--- config.mk ---
export PLATFORM = sky130hd
export DESIGN_NAME = temp_sensor_conv_alert_regs
export DESIGN_NICKNAME = d
export VERILOG_FILES = /design/src/core/temp_sensor_pkg.sv /design/src/core/conv_sequencer.sv /design/src/core/temp_sensor_conv_alert_regs.sv
export VERILOG_INCLUDE_DIRS = /design/src /design/src/core
export SDC_FILE = /design/constraint.sdc
export NUM_CORES = 1
export LEC_CHECK = 0
export BUFFER_PORTS_ARGS = -buffer_cell sky130_fd_sc_hd__buf_4
export CAP_MARGIN = 20
export CELL_PAD_IN_SITES_DETAIL_PLACEMENT = 0
export CELL_PAD_IN_SITES_GLOBAL_PLACEMENT = 1
export CORE_ASPECT_RATIO = 0.7
export CORE_MARGIN = 4
export CORE_UTILIZATION = 54
export DETAILED_ROUTE_END_ITERATION = 6
export GPL_TIMING_DRIVEN = 0
export PLACE_DENSITY = 0.94
export SLEW_MARGIN = 15
export SYNTH_ARGS = -nofsm -noshare
export SYNTH_HDL_FRONTEND = slang
export SYNTH_HIERARCHICAL = 1
export SYNTH_SLANG_ARGS = --single-unit
--- constraint.sdc ---
create_clock -name clk_in -period 4.4 [get_ports clk_in]
set_input_delay 0 -clock clk_in [delete_from_list [all_inputs] [get_ports clk_in]]
set_output_delay 0 -clock clk_in [all_outputs]
set_load 0.01 [all_outputs]
--- src/core/temp_sensor_cfg.svh ---
// Purpose: Named timing counts, register selects, field positions and resets
// Assumes: Core clock of 250 MHz
// Notes: Included by the sensor core files; definitions only
`ifndef TEMP_SENSOR_CFG_SVH
`define TEMP_SENSOR_CFG_SVH

// ==========================================================================
// Timing
`define TS_CLK_MHZ 250
`define TS_PERIOD_MS 800
`define TS_SETTLE_US 4
`define TS_CONV_US 25
`define TS_PERIOD_CYC (`TS_PERIOD_MS * 1000 * `TS_CLK_MHZ)
`define TS_SETTLE_CYC (`TS_SETTLE_US * `TS_CLK_MHZ)
`define TS_CONV_CYC (`TS_CONV_US * `TS_CLK_MHZ)

// ==========================================================================
// Serial bus
`define TS_DEV_ADDR 7'h48
`define TS_BYTE_BITS 4'h8

// ==========================================================================
// Register selects
`define TS_SEL_TEMP 2'h0
`define TS_SEL_CFG 2'h1
`define TS_SEL_HIGH 2'h2
`define TS_SEL_LOW 2'h3

// ==========================================================================
// Configuration fields and resets
`define TS_B_POWER_DOWN 7
`define TS_B_FLT 6
`define TS_B_AEN 5
`define TS_B_POL 4
`define TS_B_ACLR 3
`define TS_B_ONE 2
`define TS_CFG_RESET 8'h40
`define TS_CFG_KEEP 8'hf3
`define TS_CFG_KEEP_NOALERT 8'hc3
`define TS_TEMP_RESET 10'h000
`define TS_HIGH_RESET 8'h7f
`define TS_LOW_RESET 8'h80

`endif

--- src/core/temp_sensor_pkg.sv ---
// Purpose: Types shared by the sensor core
// Assumes: Nothing
// Notes: Constants live in temp_sensor_cfg.svh
package temp_sensor_pkg;

  // ========================================================================
  // State types
  typedef enum logic [1:0] {
    SEQ_SLEEP = 2'b00,
    SEQ_SETTLE = 2'b01,
    SEQ_CONVERT = 2'b10
  } seq_state_t;

  typedef enum logic [2:0] {
    BUS_IDLE = 3'b000,
    BUS_ADDR = 3'b001,
    BUS_ADDR_ACK = 3'b010,
    BUS_WR = 3'b011,
    BUS_WR_ACK = 3'b100,
    BUS_RD = 3'b101,
    BUS_RD_ACK = 3'b110
  } bus_state_t;

endpackage
--- src/core/conv_sequencer.sv ---
// Purpose: Interval timer, power-up settling and conversion timing
// Assumes: single_in is a one-cycle pulse on clk_in
// Notes: A request that arrives while a conversion runs is dropped
`include "temp_sensor_cfg.svh"
`timescale 1ns/10ps
`default_nettype none

module conv_sequencer #(
  parameter int unsigned PERIOD_CYC = `TS_PERIOD_CYC,
  parameter int unsigned CONV_CYC = `TS_CONV_CYC
) (
  input wire logic clk_in,
  input wire logic rst_b_in,
  input wire logic auto_en_in,
  input wire logic single_in,
  output logic powered_out,
  output logic done_out
);

  localparam logic [31:0] SETTLE_LOAD = 32'(`TS_SETTLE_CYC - 1);
  localparam logic [31:0] CONV_LOAD = 32'(CONV_CYC - 1);
  localparam logic [31:0] PERIOD_LOAD = 32'(PERIOD_CYC - 1);

  temp_sensor_pkg::seq_state_t st_r;
  logic [31:0] timer_r;
  logic [31:0] cnt_r;
  logic wake;

  // ========================================================================
  // Interval timer: the only part left running between conversions
  assign wake = auto_en_in && (timer_r == 32'h0);

  always_ff @(posedge clk_in or negedge rst_b_in) begin
    if (!rst_b_in) begin
      timer_r <= PERIOD_LOAD;
    end else if (!auto_en_in || wake) begin
      timer_r <= PERIOD_LOAD;
    end else begin
      timer_r <= timer_r - 32'h1;
    end
  end

  // ========================================================================
  // Settle then convert
  always_ff @(posedge clk_in or negedge rst_b_in) begin
    if (!rst_b_in) begin
      st_r <= temp_sensor_pkg::SEQ_SLEEP;
      cnt_r <= 32'h0;
      powered_out <= 1'b0;
      done_out <= 1'b0;
    end else begin
      done_out <= 1'b0;
      unique case (st_r)
        temp_sensor_pkg::SEQ_SLEEP: begin
          if (wake || single_in) begin
            st_r <= temp_sensor_pkg::SEQ_SETTLE;
            cnt_r <= SETTLE_LOAD;
            powered_out <= 1'b1;
          end
        end
        temp_sensor_pkg::SEQ_SETTLE: begin
          if (cnt_r == 32'h0) begin
            st_r <= temp_sensor_pkg::SEQ_CONVERT;
            cnt_r <= CONV_LOAD;
          end else begin
            cnt_r <= cnt_r - 32'h1;
          end
        end
        temp_sensor_pkg::SEQ_CONVERT: begin
          if (cnt_r == 32'h0) begin
            st_r <= temp_sensor_pkg::SEQ_SLEEP;
            powered_out <= 1'b0;
            done_out <= 1'b1;
          end else begin
            cnt_r <= cnt_r - 32'h1;
          end
        end
        default: begin
          st_r <= temp_sensor_pkg::SEQ_SLEEP;
          powered_out <= 1'b0;
        end
      endcase
    end
  end

endmodule
`default_nettype wire

--- src/core/temp_sensor_conv_alert_regs.sv ---
// Purpose: Control logic of a standalone temperature sensor
// Assumes: SCL and SDA arrive unsynchronised; adc_code_in holds steady
//   around the end of each conversion
// Notes: Open-drain pins drive low only; the bench resolves the wires
`include "temp_sensor_cfg.svh"
`timescale 1ns/10ps
`default_nettype none

module temp_sensor_conv_alert_regs #(
  parameter int unsigned PERIOD_CYC = `TS_PERIOD_CYC,
  parameter int unsigned CONV_CYC = `TS_CONV_CYC,
  parameter logic [6:0] DEV_ADDR = `TS_DEV_ADDR,
  parameter bit HAS_ALERT = 1'b1
) (
  input wire logic clk_in,
  input wire logic rst_b_in,
  input wire logic scl_in,
  input wire logic sda_in,
  output logic sda_out,
  output logic sda_oe_out,
  input wire logic [9:0] adc_code_in,
  output logic alert_out,
  output logic alert_oe_out,
  output logic analog_on_out
);

  // ========================================================================
  // Helpers
  function automatic logic maj3(input logic [2:0] h);
    maj3 = (h[0] & h[1]) | (h[1] & h[2]) | (h[0] & h[2]);
  endfunction

  function automatic logic deg_gt(input logic [7:0] a, input logic [7:0] b);
    deg_gt = $signed(a) > $signed(b);
  endfunction

  // ========================================================================
  // Declarations
  temp_sensor_pkg::bus_state_t state_r;
  logic scl_s1_r, scl_s2_r, sda_s1_r, sda_s2_r;
  logic [9:0] adc_s1_r, adc_s2_r;
  logic [2:0] scl_h_r, sda_h_r;
  logic scl_d_r, sda_d_r;
  logic scl_f, sda_f, scl_rise, scl_fall, start_c, stop_c;
  logic [3:0] bit_cnt_r;
  logic [7:0] shift_r, tx_r, pointer_r, rd_data;
  logic rw_r, first_r, nack_r, byte_idx_r, sda_oe_r;
  logic wr_done, ptr_wr, reg_wr, load_rd, cfg_wr, temp_lo_rd;
  logic [7:0] cfg_r, high_r, low_r, cfg_keep;
  logic [9:0] temp_r;
  logic one_pend_r, one_go_r, alert_act_r, hi_flag_r, lo_flag_r;
  logic conv_done, above, below, alert_on, pin_low_r;

  assign cfg_keep = HAS_ALERT ? `TS_CFG_KEEP : `TS_CFG_KEEP_NOALERT;

  // ========================================================================
  // Pin synchronisers
  always_ff @(posedge clk_in or negedge rst_b_in) begin
    if (!rst_b_in) begin
      scl_s1_r <= 1'b1;
      scl_s2_r <= 1'b1;
      sda_s1_r <= 1'b1;
      sda_s2_r <= 1'b1;
      adc_s1_r <= `TS_TEMP_RESET;
      adc_s2_r <= `TS_TEMP_RESET;
    end else begin
      scl_s1_r <= scl_in;
      scl_s2_r <= scl_s1_r;
      sda_s1_r <= sda_in;
      sda_s2_r <= sda_s1_r;
      adc_s1_r <= adc_code_in;
      adc_s2_r <= adc_s1_r;
    end
  end

  // ========================================================================
  // Input filter: majority of three samples rejects one-cycle spikes
  always_ff @(posedge clk_in or negedge rst_b_in) begin
    if (!rst_b_in) begin
      scl_h_r <= 3'h7;
      sda_h_r <= 3'h7;
      scl_d_r <= 1'b1;
      sda_d_r <= 1'b1;
    end else begin
      scl_h_r <= {scl_h_r[1:0], scl_s2_r};
      sda_h_r <= {sda_h_r[1:0], sda_s2_r};
      scl_d_r <= scl_f;
      sda_d_r <= sda_f;
    end
  end

  assign scl_f = cfg_r[`TS_B_FLT] ? maj3(scl_h_r) : scl_s2_r;
  assign sda_f = cfg_r[`TS_B_FLT] ? maj3(sda_h_r) : sda_s2_r;
  assign scl_rise = scl_f & ~scl_d_r;
  assign scl_fall = ~scl_f & scl_d_r;
  assign start_c = scl_f & scl_d_r & sda_d_r & ~sda_f;
  assign stop_c = scl_f & scl_d_r & ~sda_d_r & sda_f;

  // ========================================================================
  // Bus strobes
  assign wr_done = scl_fall && (state_r == temp_sensor_pkg::BUS_WR)
                   && (bit_cnt_r == `TS_BYTE_BITS);
  assign ptr_wr = wr_done & first_r;
  assign reg_wr = wr_done & ~first_r;
  assign cfg_wr = reg_wr && (pointer_r[1:0] == `TS_SEL_CFG);
  assign load_rd = scl_fall && (((state_r == temp_sensor_pkg::BUS_ADDR_ACK) && rw_r)
                   || ((state_r == temp_sensor_pkg::BUS_RD_ACK) && !nack_r));
  assign temp_lo_rd = load_rd && byte_idx_r && (pointer_r[1:0] == `TS_SEL_TEMP);

  // ========================================================================
  // Byte-level bus slave
  always_ff @(posedge clk_in or negedge rst_b_in) begin
    if (!rst_b_in) begin
      state_r <= temp_sensor_pkg::BUS_IDLE;
      bit_cnt_r <= 4'h0;
      shift_r <= 8'h00;
      tx_r <= 8'h00;
      rw_r <= 1'b0;
      first_r <= 1'b0;
      nack_r <= 1'b0;
      byte_idx_r <= 1'b0;
      sda_oe_r <= 1'b0;
    end else if (start_c) begin
      state_r <= temp_sensor_pkg::BUS_ADDR;
      bit_cnt_r <= 4'h0;
      byte_idx_r <= 1'b0;
      sda_oe_r <= 1'b0;
    end else if (stop_c) begin
      state_r <= temp_sensor_pkg::BUS_IDLE;
      sda_oe_r <= 1'b0;
    end else begin
      if (scl_rise) begin
        if ((state_r == temp_sensor_pkg::BUS_ADDR) || (state_r == temp_sensor_pkg::BUS_WR)) begin
          shift_r <= {shift_r[6:0], sda_f};
          bit_cnt_r <= bit_cnt_r + 4'h1;
        end
        if (state_r == temp_sensor_pkg::BUS_RD) begin
          bit_cnt_r <= bit_cnt_r + 4'h1;
        end
        if (state_r == temp_sensor_pkg::BUS_RD_ACK) begin
          nack_r <= sda_f;
        end
      end
      if (load_rd) begin
        byte_idx_r <= ~byte_idx_r;
      end
      if (scl_fall) begin
        unique case (state_r)
          temp_sensor_pkg::BUS_IDLE: begin
          end
          temp_sensor_pkg::BUS_ADDR: begin
            if (bit_cnt_r == `TS_BYTE_BITS) begin
              if (shift_r[7:1] == DEV_ADDR) begin
                state_r <= temp_sensor_pkg::BUS_ADDR_ACK;
                sda_oe_r <= 1'b1;
                rw_r <= shift_r[0];
                first_r <= 1'b1;
              end else begin
                state_r <= temp_sensor_pkg::BUS_IDLE;
              end
            end
          end
          temp_sensor_pkg::BUS_ADDR_ACK: begin
            bit_cnt_r <= 4'h0;
            if (rw_r) begin
              state_r <= temp_sensor_pkg::BUS_RD;
              tx_r <= rd_data;
              sda_oe_r <= ~rd_data[7];
            end else begin
              state_r <= temp_sensor_pkg::BUS_WR;
              sda_oe_r <= 1'b0;
            end
          end
          temp_sensor_pkg::BUS_WR: begin
            if (bit_cnt_r == `TS_BYTE_BITS) begin
              state_r <= temp_sensor_pkg::BUS_WR_ACK;
              sda_oe_r <= 1'b1;
              first_r <= 1'b0;
            end
          end
          temp_sensor_pkg::BUS_WR_ACK: begin
            state_r <= temp_sensor_pkg::BUS_WR;
            sda_oe_r <= 1'b0;
            bit_cnt_r <= 4'h0;
          end
          temp_sensor_pkg::BUS_RD: begin
            if (bit_cnt_r == `TS_BYTE_BITS) begin
              state_r <= temp_sensor_pkg::BUS_RD_ACK;
              sda_oe_r <= 1'b0;
            end else begin
              tx_r <= {tx_r[6:0], 1'b0};
              sda_oe_r <= ~tx_r[6];
            end
          end
          temp_sensor_pkg::BUS_RD_ACK: begin
            if (nack_r) begin
              state_r <= temp_sensor_pkg::BUS_IDLE;
            end else begin
              state_r <= temp_sensor_pkg::BUS_RD;
              bit_cnt_r <= 4'h0;
              tx_r <= rd_data;
              sda_oe_r <= ~rd_data[7];
            end
          end
          default: begin
            state_r <= temp_sensor_pkg::BUS_IDLE;
            sda_oe_r <= 1'b0;
          end
        endcase
      end
    end
  end

  // ========================================================================
  // Read data select; the pointer's upper six bits are not decoded
  always_comb begin
    unique case (pointer_r[1:0])
      `TS_SEL_TEMP: begin
        if (byte_idx_r) begin
          rd_data = {temp_r[1:0], {alert_on, hi_flag_r, lo_flag_r} & {3{HAS_ALERT}},
                     3'h0};
        end else begin
          rd_data = temp_r[9:2];
        end
      end
      `TS_SEL_CFG: rd_data = cfg_r & cfg_keep;
      `TS_SEL_HIGH: rd_data = HAS_ALERT ? high_r : 8'h00;
      `TS_SEL_LOW: rd_data = HAS_ALERT ? low_r : 8'h00;
    endcase
  end

  // ========================================================================
  // Pointer and writable registers
  always_ff @(posedge clk_in or negedge rst_b_in) begin
    if (!rst_b_in) begin
      pointer_r <= 8'h00;
      cfg_r <= `TS_CFG_RESET;
      high_r <= `TS_HIGH_RESET;
      low_r <= `TS_LOW_RESET;
    end else begin
      if (ptr_wr) begin
        pointer_r <= shift_r;
      end
      if (reg_wr && HAS_ALERT && (pointer_r[1:0] == `TS_SEL_HIGH)) begin
        high_r <= shift_r;
      end
      if (reg_wr && HAS_ALERT && (pointer_r[1:0] == `TS_SEL_LOW)) begin
        low_r <= shift_r;
      end
      if (cfg_wr) begin
        // Action bits are not stored so they read back as zero
        cfg_r <= shift_r & cfg_keep;
      end
    end
  end

  // ========================================================================
  // Single shot waits for the bus STOP so the read-back is not disturbed
  always_ff @(posedge clk_in or negedge rst_b_in) begin
    if (!rst_b_in) begin
      one_pend_r <= 1'b0;
      one_go_r <= 1'b0;
    end else begin
      one_go_r <= stop_c & one_pend_r;
      if (cfg_wr && shift_r[`TS_B_ONE]) begin
        one_pend_r <= 1'b1;
      end else if (stop_c || start_c) begin
        one_pend_r <= 1'b0;
      end
    end
  end

  // ========================================================================
  // Conversion scheduling
  conv_sequencer #(
    .PERIOD_CYC(PERIOD_CYC),
    .CONV_CYC(CONV_CYC)
  ) u_seq (
    .clk_in(clk_in),
    .rst_b_in(rst_b_in),
    .auto_en_in(~cfg_r[`TS_B_POWER_DOWN]),
    .single_in(one_go_r),
    .powered_out(analog_on_out),
    .done_out(conv_done)
  );

  // ========================================================================
  // Result register; writes at select 0 never reach it
  always_ff @(posedge clk_in or negedge rst_b_in) begin
    if (!rst_b_in) begin
      temp_r <= `TS_TEMP_RESET;
    end else if (conv_done) begin
      temp_r <= adc_s2_r;
    end
  end

  // ========================================================================
  // Limit compare in whole degrees: drop the two fraction bits
  assign above = deg_gt(adc_s2_r[9:2], high_r);
  assign below = deg_gt(low_r, adc_s2_r[9:2]);
  assign alert_on = alert_act_r & cfg_r[`TS_B_AEN];

  // A fresh over-limit result beats a clear in the same cycle
  always_ff @(posedge clk_in or negedge rst_b_in) begin
    if (!rst_b_in) begin
      alert_act_r <= 1'b0;
      hi_flag_r <= 1'b0;
      lo_flag_r <= 1'b0;
    end else begin
      if (conv_done && above && cfg_r[`TS_B_AEN]) begin
        alert_act_r <= 1'b1;
      end else if ((cfg_wr && shift_r[`TS_B_ACLR]) || (conv_done && below)) begin
        alert_act_r <= 1'b0;
      end
      if (conv_done && above) begin
        hi_flag_r <= 1'b1;
      end else if (temp_lo_rd) begin
        hi_flag_r <= 1'b0;
      end
      if (conv_done && below) begin
        lo_flag_r <= 1'b1;
      end else if (temp_lo_rd) begin
        lo_flag_r <= 1'b0;
      end
    end
  end

  // ========================================================================
  // Open-drain outputs: the pin is pulled low only, never driven high
  always_ff @(posedge clk_in or negedge rst_b_in) begin
    if (!rst_b_in) begin
      alert_oe_out <= 1'b0;
      pin_low_r <= 1'b0;
    end else begin
      alert_oe_out <= HAS_ALERT & (alert_on ^ cfg_r[`TS_B_POL]);
      pin_low_r <= 1'b0;
    end
  end

  assign sda_out = pin_low_r;
  assign alert_out = pin_low_r;
  assign sda_oe_out = sda_oe_r;

endmodule
`default_nettype wire

==> impl_metrics.py <==
metrics = {
    "setup_path": {
        "crit_arrival_ns": 3.44,
        "ff2ff_path_depth": 9,
        "worst-path-max-fanout": 10,
        "critPathRequiredTime_ns": 4.70,
        "endpoint_kind": "flop",
        "path_class": "flop to flop",
        "r2r_start": "u_seq/cnt_r[0]",
        "startpoint_type": "flop",
        "reg2reg_slack_ns": 1.26,
        "r2r-end": "u_seq/cnt_r[26]",
    },
    "die": {
        "start_util_pct": 56.2,
        "ioPinCount": 19,
        "rows": 37,
        "die_w_um": 157,
        "coreArea_um2": 15000,
        "die-area_um2": 17700,
        "die_height_um": 112,
    },
    "status": {
        "outcome": "finished clean",
    },
    "sta": {
        "worst_pin_slew_ns": 0.917,
        "final_hold_viol_count": 0,
        "layout_worst_path_cycle_share_pct": 71.3,
        "relSlewSlack_pct": 38.8,
        "clock_skew_ns": 0.00668,
        "setup_viol_count_final": 0,
        "whs_ns": 0.126,
        "tns_ns": 0,
        "rsz0062_at_grt": "no",
        "period_needed_ns": 3.14,
        "fmax_ghz": 0.319,
        "drv_slew": 0,
    },
    "logic_synthesis": {
        "synth_seq_cells": 167,
        "synthTopCellsByArea": "dfrtp_1, dfstp_2, mux2_2",
        "synth_largest_area_cell": "dfrtp_1",
        "synthArstFlopShare_pct": 100,
        "synth_top_area_share_pct": 37.5,
        "ys_seq_area_share_pct": 50.3,
        "synth_cell_types": 74,
        "synth_area_um2": 8400,
        "yosysWarnings": 6,
        "syn_area_per_cell_um2": 10.6,
        "synth-main-ff-cell": "dfrtp_1",
        "synth_edf_count": 0,
        "syn_inst": 794,
    },
    "route": {
        "wl_per_cell_um": 18.4,
        "first_iter_violations": 570,
        "ant_nets": 0,
        "viasPerCell": 6.13,
        "num_vias": 6448,
        "drc_errors": 0,
        "routed_wl_um": 19400,
        "dr.pass1.iters": 5,
    },
    "clock_network": {
        "cts_setup_buffers": 0,
        "clk_latency_ns": 0.43,
        "cts-buffers-inserted": 17,
        "htree_num_levels": 4,
        "cts-root-buf": "clkbuf_16",
        "clk_path_buf_depth": 2,
        "cts_sinks": 167,
        "cts_tree": "yes",
        "clk_pin_slew_ns": 0.07,
    },
    "placed_design": {
        "portBuffers": 16,
        "place_congestion": 0.885,
        "post-dp-hpwl_um": 13500,
    },
    "grt": {
        "grt_pass1_wl_um": 32900,
        "grt_max_degree": 98,
        "grt_pass1_vias": 6449,
        "track_usage_pct": 23.4,
        "antenna_found_initial": 0,
        "overflow": 0,
    },
    "pwr": {
        "ir_drop_uv": 259,
        "power_leakage_nw": 4.19,
        "p_per_area_nw_per_um2": 332,
    },
    "finish": {
        "fin_nets": 884,
        "fillers": 1166,
        "layout_commonest_cell": "dfrtp_1",
        "n_antenna_cell": 0,
        "layout_common_cells": "dfrtp_1, nand2_1, nor2_1",
        "seqCellArea_um2": 4230,
        "multiInputGateArea_um2": 3850,
        "syn_to_final_growth_pct": 13.0,
        "drive_above_1_share_pct": 20.7,
    },
    "job": {
        "cap_violations": 0,
    },
    "min_path": {
        "hold_path.class": "input pin to asynchronous set/reset pin",
    },
}
[how the worst max path moves through the flow]
| stage | start | endpoint | cells past startpoint |
|---|---|---|---|
| finish | u_seq/cnt_r[0] | u_seq/cnt_r[26] | 9 |
| floorplan | u_seq/cnt_r[11] | u_seq/powered_out | 6 |
| global route | u_seq/cnt_r[0] | u_seq/cnt_r[22] | 9 |
| detailed placement | u_seq/cnt_r[0] | u_seq/cnt_r[26] | 9 |
| CTS | u_seq/cnt_r[0] | u_seq/cnt_r[26] | 9 |
| global placement | u_seq/cnt_r[5] | u_seq/cnt_r[3] | 8 |
[critical path: stages, from the launching register on]
cell	delay, ns
dfrtp_1	0.41
inv_1	0.13
ha_1	0.22
nor3b_1	0.76
nand4b_1	0.25
clkbuf_1	0.31
nor3_1	0.45
a211oi_1	0.14
o31ai_1	0.23
o21ai_1	0.10
[routing by layer]
metal | part of all wire (%) | GRT usage (%)
met1 | 46 | 33.8
met5 | 0 | 0
met4 | 1.7 | 7.28
met3 | 5.6 | 5.39
met2 | 46 | 35.5
[cell type report]
type	count	area share, %
Clock inverter	15	1.38
Buffer	35	1.74
Clock buffer	17	4.48
Timing Repair Buffer	30	3.00
Sequential cell	167	44.6
Tap cell	195	2.57
Inverter	42	1.66
Multi-Input combinational cell	551	40.6
[timing repair]
| action | CTS | global route |
|---|---|---|
| endpoints found under the hold margin | 82 | 0 |
| endpoints found under the setup margin | 0 | 0 |
| resized for setup | 0 | 0 |
| hold buffers | 13 | 0 |
[flip-flops by register name, indices dropped and copies added, names as in the netlist, 2 cells and up]
register / flops
temp_r: 10
state_r: 3
low_r: 8
pointer_r: 2
sda_h_r: 3
bit_cnt_r: 4
adc_s2_r: 10
u_seq/timer_r: 32
u_seq/st_r: 2
shift_r: 8
cfg_r: 6
scl_h_r: 3
tx_r: 7
adc_s1_r: 10
u_seq/cnt_r: 32
high_r: 8
[synth_stat cells, types with 3 or more instances]
cell / number
and3_1: 3
or3_1: 15
o21ai_1: 7
mux4_2: 3
xnor2_1: 17
or2_2: 9
nand2b_1: 8
a22o_1: 4
or4_1: 7
a221oi_1: 3
inv_1: 42
a31oi_1: 36
mux2_2: 42
nor2b_1: 9
mux2i_1: 7
nor3_4: 3
buf_4: 5
nor3_1: 25
ha_1: 26
dfrtp_1: 126
a21oi_1: 33
or4_4: 3
clkbuf_1: 23
a211oi_1: 6
xor2_1: 7
nor2_1: 52
nand4_1: 12
a41oi_1: 4
nor4_1: 15
buf_2: 6
o31ai_1: 11
nand2_1: 61
o211ai_1: 5
o21ai_0: 43
o21a_1: 5
nand3_1: 20
dfstp_2: 41
[power breakdown]
group | total [mW] | internal (mW) | switching (mW)
sequential | 1.62 | 1.57 | 0.0406
combinational | 0.128 | 0.0525 | 0.0752
clock | 1.41 | 0.745 | 0.668
[kinds of logic after synthesis]
kind of cell / Yosys count / share of synthesized area, %
buffers and inverters: 77 / 3.84
flip-flops: 167 / 50.3
XOR/XNOR: 24 / 2.50
other: 1 / 0.0446
multiplexers: 54 / 7.53
adder cells (fa/ha/maj): 27 / 3.99
AO/OA/AOI/OAI: 182 / 14.2
AND/OR/NAND/NOR: 262 / 17.6
[stage by stage]
step | worst slack (ns) | std cells | utilization, % | instance area (µm²) | power [mW]
final | 1.26 | 1052 | 63.5 | 9490 | 3.16
after global routing | 1.02 | 1052 | 63.5 | 9490 | 3.29
after CTS | 1.38 | 1052 | 63.5 | 9490 | 3.19
after detailed placement | 1.41 | 1007 | 58.9 | 8810 | 1.76
after global placement | 1.55 | 1006 | 58.7 | 8770 | 1.75
after floorplan | 1.82 | 795 | - | 8410 | 1.69
Power figures use the tool's default switching activity.
